## src/hdl/mfc_pkg.sv

```systemverilog
// Package for the MAC flow control request and indication block.
// Assumes a single 250 MHz transmit-side clock shared by all users.
package mfc_pkg;

  // Clock period and client hold guidance
  localparam int MFC_CLK_PERIOD_NS = 4;
  localparam int MFC_REQ_HOLD_NS = 205;
  localparam int MFC_REQ_HOLD_CYCLES = (MFC_REQ_HOLD_NS + MFC_CLK_PERIOD_NS - 1) / MFC_CLK_PERIOD_NS;

  // Widths and counts
  localparam int MFC_NUM_PRIO = 8;
  localparam int MFC_REFRESH_CYCLES = 8192;

  // Control frame kinds offered to the transmitter
  localparam logic MFC_KIND_PAUSE = 1'h0;
  localparam logic MFC_KIND_PFC = 1'h1;

  // Reset values
  localparam logic [MFC_NUM_PRIO-1:0] MFC_VEC_RST = 8'h00;
  localparam logic MFC_BIT_RST = 1'h0;

  typedef enum logic {MFC_IDLE, MFC_SEND} mfc_state_t;

endpackage

```

## src/hdl/mfc_flow_ctrl.sv

```systemverilog
// Flow control request and indication logic of the MAC.
// Assumes the transmitter takes one control frame per request/ack pair
// and reports frames parsed by the receiver as one-cycle strobes.
//
// Behaviour
// While link pause request is high, a PAUSE XOFF frame is sent.
// On 10GE/25GE the client holds each request longer than 205 ns.
// Eight priority request bits; each high bit causes a PFC XOFF for its queue.
// Rising edge starts the request; client holds bit high for the pause period.
// First XOFF waits for the packet in flight, then repeats until deasserted.
// Deasserting a priority bit sends a PFC XON for that queue.
// Priority requests do nothing unless priority flow control is enabled.
// Pause-received output shows a PAUSE XOFF frame was received.
// Priority-received vector flags each queue whose PFC XOFF frame arrived.
// Signals are on the transmit clock, asynchronous on 10GE/25GE channels.
// Asynchronous requests are synchronised before their edges are detected.
`timescale 1ns/1ns

module mfc_flow_ctrl
  import mfc_pkg::*;
#(
  parameter int NUM_PRIO = MFC_NUM_PRIO,
  parameter int REFRESH_CYCLES = MFC_REFRESH_CYCLES
) (
  // Clock and reset
  input wire logic I_REF_CLK,
  input wire logic I_RESET_N,
  // Configuration
  input wire logic I_ASYNC_MODE,
  input wire logic I_PFC_ENABLE,
  // Client requests
  input wire logic I_TX_PAUSE,
  input wire logic [NUM_PRIO-1:0] I_TX_PFC,
  // Transmitter handshake
  input wire logic I_TX_BUSY,
  input wire logic I_FC_ACK,
  output logic O_FC_REQ,
  output logic O_FC_KIND,
  output logic [NUM_PRIO-1:0] O_FC_XOFF,
  output logic [NUM_PRIO-1:0] O_FC_XON,
  // Receiver events
  input wire logic I_RX_PAUSE_FRAME,
  input wire logic I_RX_PFC_FRAME,
  input wire logic [NUM_PRIO-1:0] I_RX_PFC_VEC,
  // Client indications
  output logic O_RX_PAUSE,
  output logic [NUM_PRIO-1:0] O_RX_PFC
);

  localparam int CW = $clog2(REFRESH_CYCLES);
  localparam logic [CW-1:0] REFRESH_LAST = CW'(REFRESH_CYCLES - 1);
  localparam logic [NUM_PRIO-1:0] ZV = '0;

  // Two-stage synchronisers; stage one feeds stage two only
  logic [NUM_PRIO:0] sync1_r;
  logic [NUM_PRIO:0] sync2_r;
  logic req_pause_w;
  logic [NUM_PRIO-1:0] req_pfc_w;
  logic [NUM_PRIO-1:0] pfc_eff_w;
  logic [NUM_PRIO-1:0] pfc_rise_w;
  logic [NUM_PRIO-1:0] pfc_fall_w;
  logic pause_rise_w;

  logic [NUM_PRIO-1:0] pfc_prev_r, pfc_prev_nxt;
  logic pause_prev_r, pause_prev_nxt;
  logic [CW-1:0] tmr_r, tmr_nxt;
  logic tick_w;

  logic pause_pend_r, pause_pend_nxt;
  logic [NUM_PRIO-1:0] xoff_pend_r, xoff_pend_nxt;
  logic [NUM_PRIO-1:0] xon_pend_r, xon_pend_nxt;

  mfc_state_t state_r, state_nxt;
  logic req_r, req_nxt;
  logic kind_r, kind_nxt;
  logic [NUM_PRIO-1:0] xoff_r, xoff_nxt;
  logic [NUM_PRIO-1:0] xon_r, xon_nxt;
  logic sent_w;

  logic rx_pause_r, rx_pause_nxt;
  logic [NUM_PRIO-1:0] rx_pfc_r, rx_pfc_nxt;

  always_ff @(posedge I_REF_CLK) begin
    if (!I_RESET_N) begin
      sync1_r <= '0;
      sync2_r <= '0;
    end else begin
      sync1_r <= {I_TX_PAUSE, I_TX_PFC};
      sync2_r <= sync1_r;
    end
  end

  // Synchronous channels skip the two-cycle delay
  always_comb begin
    req_pause_w = I_ASYNC_MODE ? sync2_r[NUM_PRIO] : I_TX_PAUSE;
    req_pfc_w = I_ASYNC_MODE ? sync2_r[NUM_PRIO-1:0] : I_TX_PFC;
    pfc_eff_w = I_PFC_ENABLE ? req_pfc_w : ZV;
    pfc_rise_w = pfc_eff_w & ~pfc_prev_r;
    pfc_fall_w = I_PFC_ENABLE ? (~pfc_eff_w & pfc_prev_r) : ZV;
    pause_rise_w = req_pause_w & ~pause_prev_r;
    tick_w = (tmr_r == REFRESH_LAST);
    sent_w = (state_r == MFC_SEND) && I_FC_ACK;
  end

  // Edge history and refresh timer
  always_comb begin
    pfc_prev_nxt = pfc_eff_w;
    pause_prev_nxt = req_pause_w;
    tmr_nxt = tick_w ? '0 : tmr_r + 1'b1;
  end

  always_ff @(posedge I_REF_CLK) begin
    if (!I_RESET_N) begin
      pfc_prev_r <= MFC_VEC_RST;
      pause_prev_r <= MFC_BIT_RST;
      tmr_r <= '0;
    end else begin
      pfc_prev_r <= pfc_prev_nxt;
      pause_prev_r <= pause_prev_nxt;
      tmr_r <= tmr_nxt;
    end
  end

  // Pending frames; a new set beats the clear from a sent frame
  always_comb begin
    pause_pend_nxt = pause_pend_r & ~(sent_w && kind_r == MFC_KIND_PAUSE);
    if (pause_rise_w || (tick_w && req_pause_w)) begin
      pause_pend_nxt = 1'b1;
    end
    if (!req_pause_w) begin
      pause_pend_nxt = 1'b0;
    end
    xoff_pend_nxt = xoff_pend_r & ~((sent_w && kind_r == MFC_KIND_PFC) ? xoff_r : ZV);
    xon_pend_nxt = xon_pend_r & ~((sent_w && kind_r == MFC_KIND_PFC) ? xon_r : ZV);
    xoff_pend_nxt = (xoff_pend_nxt & ~pfc_fall_w) | pfc_rise_w | (tick_w ? pfc_eff_w : ZV);
    xon_pend_nxt = (xon_pend_nxt & ~pfc_rise_w) | pfc_fall_w;
    if (!I_PFC_ENABLE) begin
      xoff_pend_nxt = ZV;
      xon_pend_nxt = ZV;
    end
  end

  always_ff @(posedge I_REF_CLK) begin
    if (!I_RESET_N) begin
      pause_pend_r <= MFC_BIT_RST;
      xoff_pend_r <= MFC_VEC_RST;
      xon_pend_r <= MFC_VEC_RST;
    end else begin
      pause_pend_r <= pause_pend_nxt;
      xoff_pend_r <= xoff_pend_nxt;
      xon_pend_r <= xon_pend_nxt;
    end
  end

  // Frame launcher: one frame at a time, link pause ahead of priority frames
  always_comb begin
    state_nxt = state_r;
    req_nxt = req_r;
    kind_nxt = kind_r;
    xoff_nxt = xoff_r;
    xon_nxt = xon_r;
    case (state_r)
      MFC_IDLE: begin
        if (!I_TX_BUSY && (pause_pend_r || |xoff_pend_r || |xon_pend_r)) begin
          state_nxt = MFC_SEND;
          req_nxt = 1'b1;
          kind_nxt = pause_pend_r ? MFC_KIND_PAUSE : MFC_KIND_PFC;
          xoff_nxt = pause_pend_r ? ZV : xoff_pend_r;
          xon_nxt = pause_pend_r ? ZV : xon_pend_r;
        end
      end
      MFC_SEND: begin
        if (I_FC_ACK) begin
          state_nxt = MFC_IDLE;
          req_nxt = 1'b0;
          xoff_nxt = ZV;
          xon_nxt = ZV;
        end
      end
      default: begin
        state_nxt = MFC_IDLE;
        req_nxt = 1'b0;
      end
    endcase
  end

  always_ff @(posedge I_REF_CLK) begin
    if (!I_RESET_N) begin
      state_r <= MFC_IDLE;
      req_r <= MFC_BIT_RST;
      kind_r <= MFC_KIND_PAUSE;
      xoff_r <= MFC_VEC_RST;
      xon_r <= MFC_VEC_RST;
    end else begin
      state_r <= state_nxt;
      req_r <= req_nxt;
      kind_r <= kind_nxt;
      xoff_r <= xoff_nxt;
      xon_r <= xon_nxt;
    end
  end

  // Receive indications, one cycle per parsed frame
  always_comb begin
    rx_pause_nxt = I_RX_PAUSE_FRAME;
    rx_pfc_nxt = I_RX_PFC_FRAME ? I_RX_PFC_VEC : ZV;
  end

  always_ff @(posedge I_REF_CLK) begin
    if (!I_RESET_N) begin
      rx_pause_r <= MFC_BIT_RST;
      rx_pfc_r <= MFC_VEC_RST;
    end else begin
      rx_pause_r <= rx_pause_nxt;
      rx_pfc_r <= rx_pfc_nxt;
    end
  end

  assign O_FC_REQ = req_r;
  assign O_FC_KIND = kind_r;
  assign O_FC_XOFF = xoff_r;
  assign O_FC_XON = xon_r;
  assign O_RX_PAUSE = rx_pause_r;
  assign O_RX_PFC = rx_pfc_r;

  property p_pause_arm;
    @(posedge I_REF_CLK) disable iff (!I_RESET_N)
    pause_rise_w |=> pause_pend_r || !req_pause_w;
  endproperty
  a_pause_arm: assert property (p_pause_arm) else $error("pause request not armed");

  property p_xoff_arm;
    @(posedge I_REF_CLK) disable iff (!I_RESET_N)
    (|pfc_rise_w) && I_PFC_ENABLE ##1 I_PFC_ENABLE |-> ((xoff_pend_r & $past(pfc_rise_w)) == $past(pfc_rise_w));
  endproperty
  a_xoff_arm: assert property (p_xoff_arm) else $error("priority xoff not armed");

  property p_xon_arm;
    @(posedge I_REF_CLK) disable iff (!I_RESET_N)
    (|pfc_fall_w) ##1 I_PFC_ENABLE |-> ((xon_pend_r & $past(pfc_fall_w)) == $past(pfc_fall_w));
  endproperty
  a_xon_arm: assert property (p_xon_arm) else $error("priority xon not armed");

  property p_wait_idle_tx;
    @(posedge I_REF_CLK) disable iff (!I_RESET_N)
    $rose(O_FC_REQ) |-> !$past(I_TX_BUSY);
  endproperty
  a_wait_idle_tx: assert property (p_wait_idle_tx) else $error("frame launched during packet");

  property p_req_hold;
    @(posedge I_REF_CLK) disable iff (!I_RESET_N)
    O_FC_REQ && !I_FC_ACK |=> O_FC_REQ && $stable(O_FC_XOFF) && $stable(O_FC_KIND);
  endproperty
  a_req_hold: assert property (p_req_hold) else $error("request dropped before ack");

  property p_pfc_gate;
    @(posedge I_REF_CLK) disable iff (!I_RESET_N)
    !I_PFC_ENABLE |=> xoff_pend_r == ZV && xon_pend_r == ZV;
  endproperty
  a_pfc_gate: assert property (p_pfc_gate) else $error("priority pending while disabled");

  property p_rx_pause;
    @(posedge I_REF_CLK) disable iff (!I_RESET_N)
    I_RX_PAUSE_FRAME |=> O_RX_PAUSE ##1 (O_RX_PAUSE == $past(I_RX_PAUSE_FRAME));
  endproperty
  a_rx_pause: assert property (p_rx_pause) else $error("pause receipt not shown");

  property p_rx_pfc;
    @(posedge I_REF_CLK) disable iff (!I_RESET_N)
    I_RX_PFC_FRAME |=> O_RX_PFC == $past(I_RX_PFC_VEC);
  endproperty
  a_rx_pfc: assert property (p_rx_pfc) else $error("priority receipt vector wrong");

  property p_async_delay;
    @(posedge I_REF_CLK) disable iff (!I_RESET_N)
    I_ASYNC_MODE && $past(I_ASYNC_MODE) && $rose(req_pause_w) |-> $past(I_TX_PAUSE, 2) && !$past(I_TX_PAUSE, 3);
  endproperty
  a_async_delay: assert property (p_async_delay) else $error("async request not synchronised");

endmodule

```

## config.mk

```make
export PLATFORM = sky130hd
export DESIGN_NAME = mfc_flow_ctrl
export DESIGN_NICKNAME = d
export VERILOG_FILES = /design/src/hdl/mfc_pkg.sv /design/src/hdl/mfc_flow_ctrl.sv
export SDC_FILE = /design/constraint.sdc
export NUM_CORES = 1
export LEC_CHECK = 0
export ABC_CLOCK_PERIOD_IN_PS = 3080
export BUFFER_PORTS_ARGS = -buffer_cell sky130_fd_sc_hd__buf_4
export CORE_MARGIN = 8
export CORE_UTILIZATION = 62
export CTS_BUF_LIST = sky130_fd_sc_hd__clkbuf_8
export DETAILED_ROUTE_END_ITERATION = 10
export GPL_TIMING_DRIVEN = 0
export PLACE_DENSITY = 0.85
export SYNTH_ARGS = -nofsm -noshare
export SYNTH_HDL_FRONTEND = slang
export SYNTH_SLANG_ARGS = --single-unit
```

## constraint.sdc

```tcl
create_clock -name I_REF_CLK -period 3.08 [get_ports I_REF_CLK]
set_clock_uncertainty 0.05 [all_clocks]
set_input_delay 0.308 -clock I_REF_CLK [delete_from_list [all_inputs] [get_ports I_REF_CLK]]
set_output_delay 0.308 -clock I_REF_CLK [all_outputs]
set_load 0.05 [all_outputs]
```

=== Word-level counts from Yosys, hierarchy flattened ===
Cells that the tools add are included.

* Output and inout port bits: 27
* Word-level logic and storage cells: 80
* Bits of input ports: 25
* Bits in registers: 85

* Bitwise logic cells: 22
* Equality and inequality tests: 3
* Muxes and demuxes: 22
* Add/sub/neg operators: 1
* Reduce and logical (&&, ||, !) cells: 17

{| class="wikitable"
|+ Operators by type and width
! cell !! count
|-
| 2-to-1 mux 8 bit || 11
|-
| AND 8 bit || 6
|-
| NOT 8 bit || 6
|-
| one-hot mux 8 bit (2 select lines) || 2
|-
| OR 8 bit || 3
|-
| OR reduction 8 bit || 2
|-
| adder 13 x 1 -> 13 bit (second input constant) || 1
|-
| equality test 13 bit (second input constant) || 1
|-
| AND reduction 2 bit || 5
|-
| 2-to-1 mux 1 bit || 7
|-
| logical AND 1 bit || 5
|-
| NOT 1 bit || 5
|-
| != test 2 bit (second input constant) || 2
|-
| one-hot mux 1 bit (2 select lines) || 2
|-
| logical OR 1 bit || 3
|-
| AND 1 bit || 2
|-
| OR reduction 2 bit || 1
|-
| zero test 1 bit || 1
|}

=== Logic depth before layout (Yosys ltp) ===
* Word-level depth: 9
* Depth in mapped cells: 6
* Gate-level depth less buffers: 5

=== Worst setup path before layout ===
OpenSTA, ideal clock, no wires.

* Path kind: register -> register
* Start: register xoff_pend_r[5]
* End: register xoff_r[1] (netlist: O_FC_XOFF[1])
* Stages on the path, launching flop included: 7
* Arrival time: 1.498 ns
* Path buffers: 2
* Setup time: 0.061 ns
* Data required time: 2.969 ns
* Setup slack: 1.471 ns
* Clock period less this slack: 1.609 ns
* Cell sequence: dfxtp_1 or4_1 nor3_2 a211o_1 buf_6 buf_12 a32o_1

* Word-level cells in the longest chain between the ends: 6

{| class="wikitable"
|+ RTL lines
! element !! RTL line !! text
|-
| start, declared || mfc_flow_ctrl.sv:70 || <nowiki>logic [NUM_PRIO-1:0] xoff_pend_r, xoff_pend_nxt;</nowiki>
|-
| start signal, assigned || mfc_flow_ctrl.sv:150 || <nowiki>xoff_pend_r <= xoff_pend_nxt;</nowiki>
|-
| OR reduction 8 bit || mfc_flow_ctrl.sv:164 || <nowiki>if (!I_TX_BUSY && (pause_pend_r || |xoff_pend_r || |xon_pend_r)) begin</nowiki>
|-
| logical OR 1 bit (2 in series) || mfc_flow_ctrl.sv:164 ||
|-
| logical AND 1 bit || mfc_flow_ctrl.sv:164 ||
|-
| != test 2 bit (no source line) || -- ||
|-
| AND reduction 2 bit (no source line) || -- ||
|-
| end signal, assigned || mfc_flow_ctrl.sv:198 || <nowiki>xoff_r <= xoff_nxt;</nowiki>
|-
| end, declared || mfc_flow_ctrl.sv:76 || <nowiki>logic [NUM_PRIO-1:0] xoff_r, xoff_nxt;</nowiki>
|}

Every way passes these cells.
A chain may end at the register's enable or synchronous reset.

=== Final worst setup path ===
* Start: register tmr_r[0]
* End: register tmr_r[5]

* Word-level cells in the longest chain between the ends: 2
* Elaborated cells on any way between the ends: 3
* Classes of those cells: 1 x add/sub; 1 x eq/ne; 1 x reduce/logical

{| class="wikitable"
|+ RTL lines
! element !! RTL line !! text
|-
| start, declared || mfc_flow_ctrl.sv:66 || <nowiki>logic [CW-1:0] tmr_r, tmr_nxt;</nowiki>
|-
| start signal, assigned || mfc_flow_ctrl.sv:120 || <nowiki>tmr_r <= tmr_nxt;</nowiki>
|-
| parallel branches: the longest is 2 deep, another holds adder 13 x 1 -> 13 bit || -- ||
|}

Parallel ways; which one is timed is not known.

==> reports/results.txt <==
Outcome: finished, final reports clean
CP bufs+invs: 1
Worst hold path type: in2reg
Top FF cell, synth: dfxtp_1
All-Layer GR Usage: 19.73%
Core Region: 0.004786 mm²
Pwr dens: 592.8 mW/mm²
Synthesized area: 0.003110 mm²
Vias/cell: 5.646
Root buffer cell: clkbuf_8
Max Cap Violations: 0
Initial antenna violation count: 0
# hold bufs at CTS: 0
Reg2reg end: tmr_r[5]
Hold endpoint: O_RX_PAUSE
H-tree levels: 3
DP HPWL: 5.247 mm
Fin. Hold Viols: 0
Crit path max-delay cell type: nor4_4
RSZ-0062 raised after global routing: no
Slew Limit Fails: 0
Residual DRC count: 0
CP top delay family: simple AND/OR/NAND/NOR gates
Fin Hold WS: 0.1207 ns
RR Startpoint: tmr_r[0]
Post-synthesis sequential area ratio: 54.71%
Hold path cells: 2
Post-synth ARST share: 0%
Max Root-Sink Buffers: 2
CTS clk-pin slew, worst paths: 0.08 ns
Slew HR: 58.40%
Crit path launch type: flip-flop
Synth top area cells: dfxtp_1 55%, a32o_1 5.1%, nand2_1 4.9%, and2_1 4.0%, mux2_2 2.9%
Area growth, synth to finish: 21.72%
Fmax: 499.6 MHz
I/O pin count: 52
Pleak: 1.576 nW
# diodes: 0
Fin Setup TNS: 0 ns
Slowest stage delay, CP: 0.53 ns
Slew @ Worst Pin: 0.6194 ns
Detailed Route Iter0 Violations: 167
Worst R2R Path Depth: 6
Number of flops mapped to enable cells by yosys: 0
Setup Crit Path Kind: reg2reg
Syn nets: 343
Average cell area after synthesis: 9.812 µm²
DR WL/cell: 16.11 µm
Via count: 2535
Reg-to-reg slack, setup: 1.08 ns
Post-synth top area share: 54.71%
Post-Route WL: 7.234 mm
Netlist cell types: 34
Largest net degree at the start of global routing: 15
Layout Nets: 403
Synthesized instance count: 317
Number of global-route vias before repair: 2535
# setup viols final: 0
Worst skew pair latency: 0.35 ns
Highest net fanout along the worst path: 10
Critical path, cell by cell: ha_1, nand4_1, nor4_4, nand2b_1, buf_4, nor2_1
FF+latch count, synth: 85
Worst EP required: 3.27 ns
Yosys top cell by area: dfxtp_1
CTS tree: done
Tcrit/Tclk final: 64.99%
Gr ovfl total: 0
Syn. warnings: 0
Fill cells: 328
Crit end category: flip-flop
Share of cells above drive strength 1: 20.42%
DIE HEIGHT: 86.83 µm
Die ar.: 0.007539 mm²
Total clock sinks: 85
DRT Pass-1 Iters: 5
Setup crit start: tmr_r[0]
Routed Antenna Nets: 0
Cell row count: 25
Total CTS buffers: 9
Initial Util: 64.99%
Worst EP arrival: 2.19 ns
Die X: 86.83 µm
Layout Utilization: 79.11%
Register area: 0.001702 mm²
Final worst path period need: 2.002 ns
Post-CTS Setup Bufs: 0
Peak VDD IR: 0.0004263 V
CTS resizes: 0
First-pass GRT wire length: 11.63 mm
Worst Hold Launch: I_RX_PAUSE_FRAME
Multi-input gate area: 0.001276 mm²
Placer Congestion: 0.8362
# port buffers: 49
==> final cells by class <==
class                   instances  area share (%)
clock buffers                  10           3.635
well taps                      67           2.214
clock inverters                 6           2.280
repair buffers                 49           9.716
plain buffers                  14           2.115
inverters                      14           1.388
multi-input cells             204           33.71
flip-flops and latches         85           44.94
==> placed cells by master, fill, tap and decap left out, drive strengths merged, types with 3 or more instances in the layout <==
cell,count
xnor2,7
mux2,8
xor2,4
clkbuf,20
nor4,5
o21ai,17
nor3,5
and2,20
buf,53
nor2,24
nand4,4
nand2,41
a21oi,12
a32o,16
inv,14
o211ai,8
clkinv,3
and3,11
o211a,8
dfxtp,85
nand3,4
==> logic make-up after synthesis <==
| group | synth area share, % |
|---|---|
| simple gates | 18.91 |
| xor+xnor | 3.097 |
| mux | 3.218 |
| fa+ha+maj | 0.4022 |
| flops | 54.71 |
| buf+inv | 4.264 |
| compound gates | 15.41 |
==> cell usage after synthesis, types with 2 or more instances <==
| cell type | n |
|---|---|
| o21ai_0 | 17 |
| nor2_1 | 24 |
| a21oi_1 | 12 |
| nand3_1 | 4 |
| xnor2_1 | 7 |
| a32o_1 | 16 |
| o211ai_1 | 8 |
| nand2b_1 | 2 |
| xor2_1 | 4 |
| nand2_1 | 41 |
| nand4_1 | 4 |
| clkbuf_1 | 10 |
| nor4_1 | 4 |
| mux2_2 | 8 |
| and3_1 | 11 |
| inv_1 | 14 |
| nor3_1 | 4 |
| o211a_1 | 8 |
| and2_1 | 20 |
| dfxtp_1 | 85 |
==> power by group <==
part	total, W	leakage, nW	switching [W]	internal, W
Sequential	0.00116	0.693	0.0000242	0.00113
Clock	0.000868	0.112	0.000391	0.000477
Combinational	0.000217	0.770	0.000131	0.0000862
==> per-layer routing <==
metal,track usage [%],wire (µm)
met4,11.58,218
met2,31.85,3397
met5,0,0
met3,5.198,510
met1,22.96,3107
==> sequential cells by signal, indices dropped and copies added, names as in the netlist <==
| name | flops |
|---|---|
| pause_prev_r | 1 |
| xon_pend_r | 8 |
| O_RX_PAUSE | 1 |
| sync1_r | 9 |
| O_FC_XOFF | 8 |
| O_FC_XON | 8 |
| pause_pend_r | 1 |
| pfc_prev_r | 8 |
| state_r | 1 |
| xoff_pend_r | 8 |
| O_FC_REQ | 1 |
| O_RX_PFC | 8 |
| O_FC_KIND | 1 |
| sync2_r | 9 |
| tmr_r | 13 |
==> worst register-to-register path: cells and delay by family, from the launching register on <==
| family | cells | cell delay, ns |
|---|---|---|
| buf+inv | 1 | 0.16 |
| fa+ha+maj | 1 | 0.26 |
| simple gates | 4 | 1.03 |
| flops | 1 | 0.40 |
==> worst max path at each step <==
stage               slack (ns)            to  cells after the start
floorplan                 1.47  O_FC_XOFF[1]                      6
global placement          1.20      tmr_r[5]                      6
detailed placement        1.11      tmr_r[5]                      6
CTS                       1.07      tmr_r[5]                      6
global route              0.94      tmr_r[3]                      6
finish                    1.08      tmr_r[5]                      6
==> stage by stage <==
step / cells / setup WS, ns / instance area (µm²) / total power [W]
floorplan: 317 / 1.471 / 3110 / 0.001320
finish: 449 / 1.078 / 3786 / 0.002244
detailed placement: 433 / 1.107 / 3562 / 0.001398
global route: 449 / 0.9366 / 3786 / 0.002311
global placement: 433 / 1.203 / 3562 / 0.001390
CTS: 449 / 1.074 / 3786 / 0.002248
(Power assumes the default switching activity.)
